`src/design/pcfr_pkg.sv`:
```
// constants and helpers for the peak-cancellation stream port
// Operation
// - ready_for_input high whenever the core can take a sample.
// - output_valid_strobe high exactly when result ports carry valid data.
// - output_i_marker flags the cycle the I part is presented.
// - factor 1: ready always high, one I/Q pair in and out per clock.
// - factor 2 parallel: at most one pair every two clocks.
// - factor 2 muxed: ready high, I and Q alternate, marker on I.
// - pulse filter is odd length symmetric, half coefficients stored.
// - one to three cascaded stages, default one.
// - one to four antenna paths, default one.
// - optional final gain after last stage, absent by default.
// - clip engine count is a build option, default four.
// - fixed clip level 1..262143, default 73707, when runtime level off.
// - five-bit search span, only 3 to 31 valid.
// - two-bit pulse set choice selects bank 0 to 3.
// - final scale is signed 16.13, 8192 is unity.
// - hold_enable low freezes stream state and ignores stream inputs; bus register writes still land.
package pcfr_pkg;
  localparam int          DATA_W      = 18;
  localparam int          CLIP_W      = 18;
  localparam int          SPAN_W      = 5;
  localparam int          SET_W       = 2;
  localparam int          SCALE_W     = 16;
  localparam int          SCALE_FRAC  = 13;
  localparam int          COEF_W      = 16;
  localparam int          COEF_FRAC   = 14;
  localparam int          PULSE_TAPS  = 5;
  localparam int          PULSE_HALF  = 3;
  localparam int          N_STG_DEF   = 1;
  localparam int          N_ANT_DEF   = 1;
  localparam int          N_CE_DEF    = 4;
  localparam int          FOLD_DEF    = 1;
  localparam int          CNT_W       = 32;
  localparam logic [17:0] FIXED_CLIP  = 18'h11feb;
  localparam logic [4:0]  SPAN_MIN    = 5'h03;
  localparam logic [4:0]  SPAN_MAX    = 5'h1f;
  localparam logic [4:0]  SPAN_RST    = 5'h09;
  localparam logic [15:0] SCALE_UNITY = 16'h2000;
  localparam logic [1:0]  SET_RST     = 2'h0;
  // register byte offsets
  localparam logic [7:0]  REG_CLIP    = 8'h00;
  localparam logic [7:0]  REG_SPAN    = 8'h04;
  localparam logic [7:0]  REG_SET     = 8'h08;
  localparam logic [7:0]  REG_SCALE   = 8'h0c;
  localparam logic [7:0]  REG_IN_CNT  = 8'h10;
  localparam logic [7:0]  REG_OUT_CNT = 8'h14;
  // half coefficient banks: outer tap first, centre tap last
  localparam logic signed [15:0] COEF_TBL [0:3][0:2] = '{
    '{16'h0400, 16'h1000, 16'h4000},
    '{16'h0200, 16'h0c00, 16'h4000},
    '{16'h0000, 16'h0800, 16'h4000},
    '{16'hfe00, 16'h1400, 16'h4000}};

  // saturate a wide signed value into the data width
  function automatic logic signed [17:0] sat_data(input logic signed [39:0] v);
    if (v > 40'sh1ffff) sat_data = 18'sh1ffff;
    else if (v < -40'sh20000) sat_data = -18'sh20000;
    else sat_data = v[17:0];
  endfunction

  // part of a component that exceeds the clip level
  function automatic logic signed [17:0] clip_err(input logic signed [17:0] x,
                                                 input logic [17:0] th);
    logic signed [19:0] xs;
    logic signed [19:0] ts;
    xs = 20'(x);
    ts = {2'b00, th};
    if (xs > ts) clip_err = 18'(xs - ts);
    else if (xs < -ts) clip_err = 18'(xs + ts);
    else clip_err = 18'sh0;
  endfunction
endpackage

```
`src/design/pcfr_core.sv`:
```
// stream port, runtime controls and stage chain of the cfr core
`timescale 1ns/10ps
module pcfr_core import pcfr_pkg::*; #(
  parameter int N_STG    = N_STG_DEF,
  parameter int N_ANT    = N_ANT_DEF,
  parameter int N_CE     = N_CE_DEF,
  parameter int FOLD     = FOLD_DEF,
  parameter bit IQ_MUXED = 1'b0,
  parameter bit RT_CLIP  = 1'b0,
  parameter bit GAIN_EN  = 1'b0
) (
  input  wire logic               sys_clk,
  input  wire logic               rst_b,
  input  wire logic               hold_enable,
  input  wire logic               input_valid_strobe,
  input  wire logic               input_i_marker,
  output logic                    ready_for_input,
  input  wire logic signed [17:0] in_inphase_ant0,
  input  wire logic signed [17:0] in_inphase_ant1,
  input  wire logic signed [17:0] in_inphase_ant2,
  input  wire logic signed [17:0] in_inphase_ant3,
  input  wire logic signed [17:0] in_quadrature_ant0,
  input  wire logic signed [17:0] in_quadrature_ant1,
  input  wire logic signed [17:0] in_quadrature_ant2,
  input  wire logic signed [17:0] in_quadrature_ant3,
  input  wire logic signed [17:0] in_muxed_ant0,
  input  wire logic signed [17:0] in_muxed_ant1,
  input  wire logic signed [17:0] in_muxed_ant2,
  input  wire logic signed [17:0] in_muxed_ant3,
  output logic                    output_valid_strobe,
  output logic                    output_i_marker,
  output logic signed [17:0]      res_inphase_ant0,
  output logic signed [17:0]      res_inphase_ant1,
  output logic signed [17:0]      res_inphase_ant2,
  output logic signed [17:0]      res_inphase_ant3,
  output logic signed [17:0]      res_quadrature_ant0,
  output logic signed [17:0]      res_quadrature_ant1,
  output logic signed [17:0]      res_quadrature_ant2,
  output logic signed [17:0]      res_quadrature_ant3,
  output logic signed [17:0]      res_muxed_ant0,
  output logic signed [17:0]      res_muxed_ant1,
  output logic signed [17:0]      res_muxed_ant2,
  output logic signed [17:0]      res_muxed_ant3,
  input  wire logic               hsel,
  input  wire logic [31:0]        haddr,
  input  wire logic [1:0]         htrans,
  input  wire logic               hwrite,
  input  wire logic [2:0]         hsize,
  input  wire logic [31:0]        hwdata,
  input  wire logic               hready,
  output logic                    hreadyout,
  output logic [31:0]             hrdata,
  output logic                    hresp
);
  localparam int STG_LAT = PULSE_HALF + 1;
  localparam int LAT     = N_STG * STG_LAT + 3;
  localparam bit PAIRED  = (FOLD == 2) && !IQ_MUXED;

  // --------------------------------------------------------------
  // register slave
  // --------------------------------------------------------------
  logic [17:0]      clip_ff;
  logic [4:0]       span_ff;
  logic [1:0]       set_ff;
  logic [15:0]      scale_ff;
  logic [CNT_W-1:0] in_cnt_ff;
  logic [CNT_W-1:0] out_cnt_ff;
  logic             wr_ff;
  logic [7:0]       wa_ff;
  logic [7:0]       ra_ff;
  logic             ap_take;
  logic             span_ok;
  logic [17:0]      clip_lvl;

  // zero-wait slave: address phase captured, write done in data phase
  assign ap_take   = hsel && htrans[1] && hready;
  assign span_ok   = hwdata[4:0] >= SPAN_MIN && hwdata[4:0] <= SPAN_MAX;
  assign hreadyout = 1'b1;
  assign hresp     = 1'b0;
  assign clip_lvl  = RT_CLIP ? clip_ff : FIXED_CLIP;

  always_ff @(posedge sys_clk or negedge rst_b) begin
    if (!rst_b) begin
      wr_ff <= 1'b0;
      wa_ff <= 8'h00;
      ra_ff <= 8'h00;
    end else if (hready) begin
      wr_ff <= ap_take && hwrite;
      wa_ff <= haddr[7:0];
      ra_ff <= haddr[7:0];
    end
  end

  // out-of-range span and zero clip level writes are dropped
  always_ff @(posedge sys_clk or negedge rst_b) begin
    if (!rst_b) begin
      clip_ff  <= FIXED_CLIP;
      span_ff  <= SPAN_RST;
      set_ff   <= SET_RST;
      scale_ff <= SCALE_UNITY;
    end else if (wr_ff) begin
      if (wa_ff == REG_CLIP && hwdata[17:0] != 18'h0) clip_ff <= hwdata[17:0];
      if (wa_ff == REG_SPAN && span_ok) span_ff <= hwdata[4:0];
      if (wa_ff == REG_SET) set_ff <= hwdata[1:0];
      if (wa_ff == REG_SCALE) scale_ff <= hwdata[15:0];
    end
  end

  // read mux of stored values; unmapped reads return zero
  assign hrdata = (ra_ff == REG_CLIP)    ? {14'h0, clip_ff} :
                  (ra_ff == REG_SPAN)    ? {27'h0, span_ff} :
                  (ra_ff == REG_SET)     ? {30'h0, set_ff} :
                  (ra_ff == REG_SCALE)   ? {16'h0, scale_ff} :
                  (ra_ff == REG_IN_CNT)  ? in_cnt_ff :
                  (ra_ff == REG_OUT_CNT) ? out_cnt_ff : 32'h0;

  // --------------------------------------------------------------
  // input side
  // --------------------------------------------------------------
  logic signed [17:0] in_i [0:3];
  logic signed [17:0] in_q [0:3];
  logic signed [17:0] in_m [0:3];
  logic signed [17:0] fe_i_ff [0:3];
  logic signed [17:0] fe_q_ff [0:3];
  logic signed [17:0] il_ff   [0:3];
  logic               fe_v_ff;
  logic               rdy_ff;
  logic               take;
  logic               pair_take;

  assign in_i = '{in_inphase_ant0, in_inphase_ant1, in_inphase_ant2, in_inphase_ant3};
  assign in_q = '{in_quadrature_ant0, in_quadrature_ant1, in_quadrature_ant2,
                  in_quadrature_ant3};
  assign in_m = '{in_muxed_ant0, in_muxed_ant1, in_muxed_ant2, in_muxed_ant3};

  // only the paired factor-2 mode ever throttles the source
  assign ready_for_input = PAIRED ? rdy_ff : 1'b1;
  assign take            = input_valid_strobe && ready_for_input && hold_enable;
  // a muxed pair completes on its Q sample
  assign pair_take       = IQ_MUXED ? take && !input_i_marker : take;

  always_ff @(posedge sys_clk or negedge rst_b) begin
    if (!rst_b) begin
      for (int a = 0; a < 4; a++) begin
        fe_i_ff[a] <= 18'sh0;
        fe_q_ff[a] <= 18'sh0;
        il_ff[a]   <= 18'sh0;
      end
      fe_v_ff <= 1'b0;
      rdy_ff  <= 1'b1;
    end else if (hold_enable) begin
      rdy_ff  <= !take;
      fe_v_ff <= pair_take;
      for (int a = 0; a < 4; a++) begin
        if (IQ_MUXED && take && input_i_marker) il_ff[a] <= in_m[a];
        if (pair_take) begin
          fe_i_ff[a] <= IQ_MUXED ? il_ff[a] : in_i[a];
          fe_q_ff[a] <= IQ_MUXED ? in_m[a] : in_q[a];
        end
      end
    end
  end

  // --------------------------------------------------------------
  // stage chain per antenna
  // --------------------------------------------------------------
  logic signed [17:0] st_i [0:3][0:N_STG];
  logic signed [17:0] st_q [0:3][0:N_STG];
  logic               st_v [0:3][0:N_STG];

  for (genvar a = 0; a < 4; a++) begin : g_ant
    assign st_i[a][0] = fe_i_ff[a];
    assign st_q[a][0] = fe_q_ff[a];
    assign st_v[a][0] = fe_v_ff;
    for (genvar s = 0; s < N_STG; s++) begin : g_stg
      if (a < N_ANT) begin : g_on
        pcfr_stage #(.N_CE(N_CE)) u_stage (
          .sys_clk     (sys_clk),
          .rst_b       (rst_b),
          .hold_enable (hold_enable),
          .vld_in      (st_v[a][s]),
          .i_in        (st_i[a][s]),
          .q_in        (st_q[a][s]),
          .clip_lvl    (clip_lvl),
          .span        (span_ff),
          .bank        (set_ff),
          .vld_out     (st_v[a][s+1]),
          .i_out       (st_i[a][s+1]),
          .q_out       (st_q[a][s+1])
        );
      end else begin : g_off
        assign st_v[a][s+1] = 1'b0;
        assign st_i[a][s+1] = 18'sh0;
        assign st_q[a][s+1] = 18'sh0;
      end
    end
  end

  // --------------------------------------------------------------
  // final gain and output side
  // --------------------------------------------------------------
  logic signed [17:0] gn_i_ff  [0:3];
  logic signed [17:0] gn_q_ff  [0:3];
  logic signed [17:0] ro_i_ff  [0:3];
  logic signed [17:0] ro_q_ff  [0:3];
  logic signed [17:0] ro_m_ff  [0:3];
  logic               gn_v_ff;
  logic               ov_ff;
  logic               om_ff;
  logic               qpend_ff;

  // gain stage kept as a register even when off, so latency never moves
  always_ff @(posedge sys_clk or negedge rst_b) begin
    if (!rst_b) begin
      for (int a = 0; a < 4; a++) begin
        gn_i_ff[a] <= 18'sh0;
        gn_q_ff[a] <= 18'sh0;
      end
      gn_v_ff <= 1'b0;
    end else if (hold_enable) begin
      gn_v_ff <= st_v[0][N_STG];
      for (int a = 0; a < 4; a++) begin
        gn_i_ff[a] <= GAIN_EN ? sat_data((40'(st_i[a][N_STG]) * 40'($signed(scale_ff)))
                                >>> SCALE_FRAC) : st_i[a][N_STG];
        gn_q_ff[a] <= GAIN_EN ? sat_data((40'(st_q[a][N_STG]) * 40'($signed(scale_ff)))
                                >>> SCALE_FRAC) : st_q[a][N_STG];
      end
    end
  end

  // muxed mode sends I with the marker, then the held Q next cycle
  always_ff @(posedge sys_clk or negedge rst_b) begin
    if (!rst_b) begin
      for (int a = 0; a < 4; a++) begin
        ro_i_ff[a] <= 18'sh0;
        ro_q_ff[a] <= 18'sh0;
        ro_m_ff[a] <= 18'sh0;
      end
      ov_ff    <= 1'b0;
      om_ff    <= 1'b0;
      qpend_ff <= 1'b0;
    end else if (hold_enable) begin
      ov_ff    <= gn_v_ff || (IQ_MUXED && qpend_ff);
      om_ff    <= gn_v_ff;
      qpend_ff <= IQ_MUXED && gn_v_ff;
      for (int a = 0; a < 4; a++) begin
        if (gn_v_ff) begin
          ro_i_ff[a] <= gn_i_ff[a];
          ro_q_ff[a] <= gn_q_ff[a];
          ro_m_ff[a] <= gn_i_ff[a];
        end else if (qpend_ff) begin
          ro_m_ff[a] <= ro_q_ff[a];
        end
      end
    end
  end

  // event counters shown to software
  always_ff @(posedge sys_clk or negedge rst_b) begin
    if (!rst_b) begin
      in_cnt_ff  <= '0;
      out_cnt_ff <= '0;
    end else if (hold_enable) begin
      if (pair_take) in_cnt_ff <= in_cnt_ff + 32'h1;
      if (gn_v_ff) out_cnt_ff <= out_cnt_ff + 32'h1;
    end
  end

  assign output_valid_strobe = ov_ff;
  assign output_i_marker     = om_ff;
  assign res_inphase_ant0    = ro_i_ff[0];
  assign res_inphase_ant1    = ro_i_ff[1];
  assign res_inphase_ant2    = ro_i_ff[2];
  assign res_inphase_ant3    = ro_i_ff[3];
  assign res_quadrature_ant0 = ro_q_ff[0];
  assign res_quadrature_ant1 = ro_q_ff[1];
  assign res_quadrature_ant2 = ro_q_ff[2];
  assign res_quadrature_ant3 = ro_q_ff[3];
  assign res_muxed_ant0      = ro_m_ff[0];
  assign res_muxed_ant1      = ro_m_ff[1];
  assign res_muxed_ant2      = ro_m_ff[2];
  assign res_muxed_ant3      = ro_m_ff[3];

  // --------------------------------------------------------------
  // checks
  // --------------------------------------------------------------
  logic [LAT-1:0] chk_sr_ff;

  // independent count of enabled cycles since each accepted pair
  always_ff @(posedge sys_clk or negedge rst_b) begin
    if (!rst_b) chk_sr_ff <= '0;
    else if (hold_enable) chk_sr_ff <= {chk_sr_ff[LAT-2:0], pair_take};
  end

  property p_rdy_high;
    @(posedge sys_clk) disable iff (!rst_b) !PAIRED |-> ready_for_input;
  endproperty
  a_rdy_high: assert property (p_rdy_high) else $error("ready dropped");

  property p_pair_gap;
    @(posedge sys_clk) disable iff (!rst_b) PAIRED && take |=> !ready_for_input;
  endproperty
  a_pair_gap: assert property (p_pair_gap) else $error("pair too soon");

  property p_latency;
    @(posedge sys_clk) disable iff (!rst_b) output_i_marker == chk_sr_ff[LAT-1];
  endproperty
  a_latency: assert property (p_latency) else $error("latency wrong");

  property p_valid_par;
    @(posedge sys_clk) disable iff (!rst_b)
      !IQ_MUXED |-> output_valid_strobe == output_i_marker;
  endproperty
  a_valid_par: assert property (p_valid_par) else $error("marker off I");

  property p_mux_q;
    @(posedge sys_clk) disable iff (!rst_b)
      IQ_MUXED && output_i_marker && hold_enable |=> output_valid_strobe && !output_i_marker;
  endproperty
  a_mux_q: assert property (p_mux_q) else $error("Q not after I");

  property p_valid_src;
    @(posedge sys_clk) disable iff (!rst_b)
      output_valid_strobe |-> output_i_marker || (IQ_MUXED && $past(output_i_marker));
  endproperty
  a_valid_src: assert property (p_valid_src) else $error("stray valid");

  property p_freeze;
    @(posedge sys_clk) disable iff (!rst_b)
      !hold_enable |=> $stable(output_valid_strobe) && $stable(in_cnt_ff);
  endproperty
  a_freeze: assert property (p_freeze) else $error("moved in hold");

  property p_span_rng;
    @(posedge sys_clk) disable iff (!rst_b)
      span_ff >= SPAN_MIN && span_ff <= SPAN_MAX;
  endproperty
  a_span_rng: assert property (p_span_rng) else $error("span out of range");

  property p_clip_fixed;
    @(posedge sys_clk) disable iff (!rst_b) !RT_CLIP |-> clip_lvl == 18'd73707;
  endproperty
  a_clip_fixed: assert property (p_clip_fixed) else $error("clip level moved");
endmodule // pcfr_core

```
`src/design/pcfr_stage.sv`:
```
// one cancellation stage for one antenna
`timescale 1ns/10ps
module pcfr_stage import pcfr_pkg::*; #(
  parameter int N_CE = N_CE_DEF
) (
  input  wire logic               sys_clk,
  input  wire logic               rst_b,
  input  wire logic               hold_enable,
  input  wire logic               vld_in,
  input  wire logic signed [17:0] i_in,
  input  wire logic signed [17:0] q_in,
  input  wire logic [17:0]        clip_lvl,
  input  wire logic [4:0]         span,
  input  wire logic [1:0]         bank,
  output logic                    vld_out,
  output logic signed [17:0]      i_out,
  output logic signed [17:0]      q_out
);
  localparam int C = PULSE_HALF - 1;

  logic signed [17:0] dl_i_ff [0:PULSE_TAPS-1];
  logic signed [17:0] dl_q_ff [0:PULSE_TAPS-1];
  logic signed [17:0] x_i_ff  [0:C];
  logic signed [17:0] x_q_ff  [0:C];
  logic [PULSE_TAPS-1:0] ev_ff;
  logic [C:0]            v_ff;
  logic [4:0]            cool_ff;
  logic                  vo_ff;
  logic signed [17:0]    io_ff;
  logic signed [17:0]    qo_ff;
  logic signed [17:0]    e_i;
  logic signed [17:0]    e_q;
  logic                  ev;
  logic [3:0]            busy;
  logic signed [39:0]    acc_i;
  logic signed [39:0]    acc_q;

  // engines in use = pulses still inside the filter span
  always_comb begin
    busy = 4'h0;
    for (int k = 0; k < PULSE_TAPS; k++) busy = busy + 4'(ev_ff[k]);
  end

  assign e_i = clip_err(i_in, clip_lvl);
  assign e_q = clip_err(q_in, clip_lvl);
  // a new pulse needs a free engine and an elapsed search window
  assign ev = vld_in && (e_i != 18'sh0 || e_q != 18'sh0) && cool_ff == 5'h00
              && 32'(busy) < N_CE;

  // symmetric pre-add cuts the multiplies per bank from five to three
  always_comb begin
    acc_i = 40'(COEF_TBL[bank][C]) * 40'(dl_i_ff[C]);
    acc_q = 40'(COEF_TBL[bank][C]) * 40'(dl_q_ff[C]);
    for (int k = 0; k < C; k++) begin
      acc_i = acc_i + 40'(COEF_TBL[bank][k]) *
              (40'(dl_i_ff[k]) + 40'(dl_i_ff[PULSE_TAPS-1-k]));
      acc_q = acc_q + 40'(COEF_TBL[bank][k]) *
              (40'(dl_q_ff[k]) + 40'(dl_q_ff[PULSE_TAPS-1-k]));
    end
  end

  // everything shifts once per enabled cycle, so latency is fixed
  always_ff @(posedge sys_clk or negedge rst_b) begin
    if (!rst_b) begin
      for (int k = 0; k < PULSE_TAPS; k++) begin
        dl_i_ff[k] <= 18'sh0;
        dl_q_ff[k] <= 18'sh0;
      end
      for (int k = 0; k <= C; k++) begin
        x_i_ff[k] <= 18'sh0;
        x_q_ff[k] <= 18'sh0;
      end
      ev_ff   <= '0;
      v_ff    <= '0;
      cool_ff <= 5'h00;
      vo_ff   <= 1'b0;
      io_ff   <= 18'sh0;
      qo_ff   <= 18'sh0;
    end else if (hold_enable) begin
      dl_i_ff[0] <= ev ? e_i : 18'sh0;
      dl_q_ff[0] <= ev ? e_q : 18'sh0;
      for (int k = 1; k < PULSE_TAPS; k++) begin
        dl_i_ff[k] <= dl_i_ff[k-1];
        dl_q_ff[k] <= dl_q_ff[k-1];
      end
      x_i_ff[0] <= i_in;
      x_q_ff[0] <= q_in;
      for (int k = 1; k <= C; k++) begin
        x_i_ff[k] <= x_i_ff[k-1];
        x_q_ff[k] <= x_q_ff[k-1];
      end
      ev_ff   <= {ev_ff[PULSE_TAPS-2:0], ev};
      v_ff    <= {v_ff[C-1:0], vld_in};
      cool_ff <= ev ? span - 5'h01 : (cool_ff != 5'h00 ? cool_ff - 5'h01 : 5'h00);
      vo_ff   <= v_ff[C];
      io_ff   <= sat_data(40'(x_i_ff[C]) - (acc_i >>> COEF_FRAC));
      qo_ff   <= sat_data(40'(x_q_ff[C]) - (acc_q >>> COEF_FRAC));
    end
  end

  assign vld_out = vo_ff;
  assign i_out   = io_ff;
  assign q_out   = qo_ff;
endmodule // pcfr_stage

```
`config.mk`:
```
export PLATFORM = sky130hd
export DESIGN_NAME = pcfr_core
export DESIGN_NICKNAME = d
export VERILOG_FILES = /design/src/design/pcfr_pkg.sv /design/src/design/pcfr_core.sv /design/src/design/pcfr_stage.sv
export SDC_FILE = /design/constraint.sdc
export NUM_CORES = 2
export LEC_CHECK = 0
export ABC_AREA = 0
export BUFFER_PORTS_ARGS = -buffer_cell sky130_fd_sc_hd__buf_2
export CORE_ASPECT_RATIO = 0.9
export CORE_UTILIZATION = 61
export DETAILED_ROUTE_END_ITERATION = 8
export HOLD_SLACK_MARGIN = 0.05
export PLACE_DENSITY = 0.93
export SYNTH_ARGS = -nofsm -noshare
export SYNTH_HDL_FRONTEND = slang
export SYNTH_SLANG_ARGS = --single-unit
```
`constraint.sdc`:
```
create_clock -name sys_clk -period 21.4 [get_ports sys_clk]
set_input_delay 2.14 -clock sys_clk [delete_from_list [all_inputs] [get_ports sys_clk]]
set_output_delay 2.14 -clock sys_clk [all_outputs]
set_load 0.01 [all_outputs]
```
# Word level (Yosys, flattened, before mapping)
# Cells that the tools add are included.
# W data, S select, Z words.
# totals
ff_bits,599
inputBits,293
output_inout_bits,253
elab_cells,133
# classes
add_sub_neg,22
mul,6
magnitude_cmp,12
eq_ne,5
mux,23
n_bitwise,1
reduce_logical,23
# ops
operator,n
$mux W18,12
$mux W32,6
$add A40 B40 Y40,4
$mul A16 B19 Y35,4
$bmux W48 S2,1
$mux W48,2
$gt A40 B18 Y1 const B,2
$lt A40 B18 Y1 const B,2
$add A18 B18 Y19,4
$mul A16 B18 Y34,2
$add A32 B1 Y32 const B,2
$reduce_bool A18 Y1,3
$sub A18 B26 Y27,2
$add A18 B18 Y18 const B,2
$gt A18 B18 Y1 const B,2
$lt A18 B18 Y1 const B,2
$sub A18 B18 Y18 const B,2
$eq A8 B4 Y1 const B,2
$eq A8 B5 Y1 const B,2
$add A4 B1 Y4,3
$reduce_and A2 Y1,6
$logic_and A1 B1 Y1,10
$mux W5,2
$sub A5 B1 Y5 const B,2
11 further kinds,11

# Longest topological paths before layout
# logic_depth
depth_word,11
depth_mapped,55
mapped_depth_nobuf,54

# Hierarchy
# A second synthesis with hierarchy kept.
# unflattened
cells_unflattened,4865
hier_area_um2,50324.5
# by_module_without_submodules
module,n_inst,cells_per_inst,area_each_um2,seq_area_each_um2
pcfr_stage,1,3930,39019.9,8458.1
pcfr_core,1,935,11304.6,5649.2

# Worst setup path before layout
# Ideal clock, no wire load.
# synth_timing
path_kind,register to register
start,register g_ant[0].g_stg[0].g_on.u_stage.dl_i_ff[72] in the netlist's numbering
end,register g_ant[0].g_stg[0].g_on.u_stage.io_ff[16]
setup_ns,0.142
t_arrival_ns,11.306
t_required_ns,21.258
setup_slack_ns,9.952
stages_incl_launch_ff,53
n_path_buf,1
synth_period_minus_slack_ns,11.448
cell_sequence,dfrtp_1 ha_1 inv_1 fa_1 nor2b_1 o21a_1 o21a_1 o21ai_0 nand2b_1 xor2_1 and2_1 fa_1 fa_1 fa_1 inv_1 fa_1 inv_1 ha_1 [17 not listed] o21a_1 a211o_1 or3_1 nor3_1 o31ai_1 a21oi_1 xor2_1 ha_1 inv_1 nor2_1 nand2_1 nor4_1 mux2i_1 o2111ai_1 a2111o_1 o32ai_4 buf_6 o22ai_1
# synth_via
elab_chain_cells,8
elab_cells_between_ends,9
classes_between,add/sub: 4; mul: 1; order compare: 2; mux: 2
# synth_rtl
element,line,source
from (decl),pcfr_stage.sv:21,logic signed [17:0] dl_i_ff [0:PULSE_TAPS-1];
"from (signal, indexed assignment)",pcfr_stage.sv:83,dl_i_ff[k] <= dl_i_ff[k-1];
$add A18 B18 Y19 (*),pcfr_stage.sv:56,(40'(dl_i_ff[k]) + 40'(dl_i_ff[PULSE_TAPS-1-k]));
$mul A16 B19 Y35 (*),pcfr_stage.sv:55,acc_i = acc_i + 40'(COEF_TBL[bank][k]) *
$add A40 B40 Y40 (*) (2 in series),pcfr_stage.sv:55,
$sub A18 B26 Y27 (*),pcfr_stage.sv:96,io_ff <= sat_data(40'(x_i_ff[C]) - (acc_i >>> COEF_FRAC));
$lt A40 B18 Y1,pcfr_pkg.sv:58,else if (v < -40'sh20000) sat_data = -18'sh20000;
$mux W18,pcfr_pkg.sv:58,
$mux W18 (*),pcfr_pkg.sv:57,if (v > 40'sh1ffff) sat_data = 18'sh1ffff;
to (signal assigned),pcfr_stage.sv:96,
to (decl),pcfr_stage.sv:29,logic signed [17:0] io_ff;
# Every way passes the cells marked *; elsewhere a longest branch is shown, timed or not.
# A chain may end at the register's enable or synchronous reset.

# Worst setup path after layout
# layout_timing
start,register g_ant[0].g_stg[0].g_on.u_stage.dl_i_ff[72] in the netlist's numbering
end,register g_ant[0].g_stg[0].g_on.u_stage.io_ff[7]
# Same word-level chain as after synthesis.

==> impl_metrics.tcl <==
set metrics [dict create \
    synth_largest_area_cell "dfrtp_1" \
    core_region_area_sq_um 78200 \
    cp_slowest_cell "xnor2_1" \
    io_pins 546 \
    dr_total_vias 37400 \
    synth_area_per_cell_sq_um 9.99 \
    end_kind "flip-flop" \
    post_cts_buffers 0 \
    viasPerCell 6.25 \
    grt_max_degree 216 \
    max-vdd-ir-drop_mv 0.120 \
    placedInstanceArea_sq_um 49300 \
    rsz0062_at_grt "false" \
    crit_required_ns 21.85 \
    clock-root-buffer "clkbuf_16" \
    gr-total-overflow 0 \
    hold_viol_final 0 \
    fin_skew_ns 0.0408 \
    drive_gt1_share_pct 14.1 \
    synthesis.area_sq_um 48300 \
    drt_wl_total_mm 125 \
    numPortBuffers 157 \
    postSynthCellCount 4838 \
    dieArea_sq_um 80400 \
    cts_made_buffers 55 \
    synth_ff_type "dfrtp_1" \
    grt_pass1_wl_mm 201 \
    dieWidth_microns 299 \
    ant_nets 0 \
    leakagePower_nw 26.8 \
    power_density_nw_per_um2 90.0 \
    worstRegToRegCells 49 \
    synth_edf_count 0 \
    synth-seq-cells 563 \
    post_cts_resized 0 \
    stdcell_area_sq_um 51200 \
    arrival_ns 14.75 \
    max-cap-violations 0 \
    setup-tns-final_ns 0 \
    hold_depth 2 \
    clk_path_buf_depth 3 \
    grt.total_usage_pct 31.0 \
    synth.most_common_cell "ha_1" \
    critPathMaxStageDelay_ns 0.76 \
    drt_iter0_markers 3722 \
    antenna_found_initial 3 \
    rows 97 \
    yosys-top-cells-area "dfrtp_1 (28%), ha_1 (15%), fa_1 (11%)" \
    crit_path_start_kind "flip-flop" \
    setup_violations 0 \
    tritoncts "yes" \
    cts_hold_buf 0 \
    clk_pin_slew_ns 0.07 \
    slew_headroom_pct 23.0 \
    period_share_pct 66.9 \
    die_height_microns 269 \
    worst-path-max-fanout 17 \
    postSynth.asyncResetShare_pct 100 \
    path_class "flip-flop to flip-flop" \
    place_hpwl_mm 90.6 \
    layout-area-overhead-vs-synth_pct 5.84 \
    grt_pass1_vias 38500 \
    detail_route.wl_per_cell_microns 20.8 \
    post-route-min-period_ns 14.31 \
    dr.pass1.iters 6 \
    outcome "completed" \
    drv_slew 0 \
    gp_congestion 0.947 \
    insertion_delay_ns 0.66 \
    tightest_slew_ns 1.15 \
    start_util_pct 61.9 \
    htreeDepth 2 \
    ys_types 98 \
    synth_sequential_area_ratio_pct 29.2 \
    synth.cells.most_frequent "ha_1 (565), dfrtp_1 (548), inv_1 (397)" \
    finalNetCount 6032 \
    synth_warnings 0 \
    clock_sinks 563 \
    hold_class "flip-flop to flip-flop" \
    crit_top_cell "ha_1" \
    max_clock_freq_ghz 0.0699 \
    synth.top_cell.area_share_pct 28.4 \
    drc_errors 0 \
]
==> worst max-delay path, delay by kind of cell (launching register included) <==
kind                     cells  cell delay, ns
AO/OA/AOI/OAI               16            4.32
XOR/XNOR                     4            1.48
adder cells (fa/ha/maj)     12            4.67
buffers and inverters        6            0.46
flip-flops                   1            0.53
multiplexers                 1            0.34
AND/OR/NAND/NOR             10            2.28
==> final cells by class <==
type / count / area, sq um
Tap cell: 1039 / 1300
Multi-Input combinational cell: 3708 / 31400
Timing Repair Buffer: 180 / 991
Antenna cell: 2 / 5.00
Clock buffer: 75 / 1540
Clock inverter: 26 / 333
Fill cell: 5408 / 27000
Sequential cell: 563 / 14100
Inverter: 399 / 1500
==> where the power goes <==
group | internal, mW | leakage, nW | switching, mW
registers | 1.25 | 7.09 | 0.172
logic | 0.851 | 18.8 | 1.32
clock network | 0.570 | 0.922 | 0.452
total | 2.67 | 26.8 | 1.94
==> metrics by stage <==
step / worst slack [ns] / util [%] / hold WS [ns] / total power, mW / std cells
2_1_floorplan: 9.95 / - / 0.435 / 2.93 / 5001
4_1_cts: 7.36 / 65.5 / 0.472 / 4.54 / 5990
3_3_place_gp: 7.97 / 63.1 / 0.448 / 3.35 / 5889
6_report: 7.09 / 65.5 / 0.473 / 4.61 / 5992
3_5_place_dp: 7.50 / 63.1 / 0.455 / 3.46 / 5889
5_1_grt: 6.48 / 65.5 / 0.494 / 4.85 / 5992
==> worst paths after layout <==
check                      slack [ns]                                          to                                  startpoint
setup / recovery                 7.09     g_ant[0].g_stg[0].g_on.u_stage.i_out[7]  g_ant[0].g_stg[0].g_on.u_stage.dl_i_ff[72]
hold / removal                   0.47                        res_inphase_ant0[11]                                 gn_i_ff[65]
setup reg to reg                 7.09     g_ant[0].g_stg[0].g_on.u_stage.i_out[7]  g_ant[0].g_stg[0].g_on.u_stage.dl_i_ff[72]
hold reg to reg                  0.47                        res_inphase_ant0[11]                                 gn_i_ff[65]
max in group asynchronous       16.52                         res_inphase_ant0[2]                                       rst_b
min in group asynchronous        1.48  g_ant[0].g_stg[0].g_on.u_stage.dl_q_ff[71]                                       rst_b
==> cells by family after synthesis <==
group / synth area share (%)
AND/OR/NAND/NOR: 12.6
buffers and inverters: 7.17
other: 0.0155
adder cells (fa/ha/maj): 25.7
multiplexers: 8.92
AO/OA/AOI/OAI: 11.2
XOR/XNOR: 5.19
flip-flops: 29.2
==> routing by layer <==
metal	GRT usage (%)	wire, microns	up-vias
met4	14.5	6050	2
met3	5.96	10200	477
met2	51.0	59300	1879
li1	-	-	16500
met1	39.8	49300	18500
met5	0	9	-
==> placed cells by master (no fill, tap or decap), types with 26 or more instances in the layout <==
| master | count |
|---|---|
| a21o_1 | 64 |
| a21oi_1 | 184 |
| a31oi_1 | 31 |
| and2_1 | 181 |
| and3_1 | 33 |
| buf_2 | 155 |
| clkbuf_16 | 55 |
| conb_1 | 165 |
| dfrtp_1 | 547 |
| fa_1 | 267 |
| ha_1 | 565 |
| inv_1 | 397 |
| mux2_2 | 346 |
| mux2i_1 | 40 |
| nand2_1 | 340 |
| nand2b_1 | 50 |
| nand3_1 | 83 |
| nor2_1 | 280 |
| nor2b_1 | 47 |
| nor3_1 | 81 |
| o21a_1 | 29 |
| o21ai_0 | 162 |
| o21bai_1 | 27 |
| o22ai_1 | 49 |
| or2_2 | 30 |
| or3_1 | 26 |
| xnor2_1 | 187 |
| xor2_1 | 97 |
==> sequential cells by signal, indices dropped and copies added, names as in the netlist, 32 cells and up <==
signal and cells:
in_cnt_ff 32, out_cnt_ff 32, g_ant.g_stg.g_on.u_stage.dl_q_ff 90, g_ant.g_stg.g_on.u_stage.dl_i_ff 90, g_ant.g_stg.g_on.u_stage.x_i_ff 54, g_ant.g_stg.g_on.u_stage.x_q_ff 54
(Power assumes the default switching activity.)
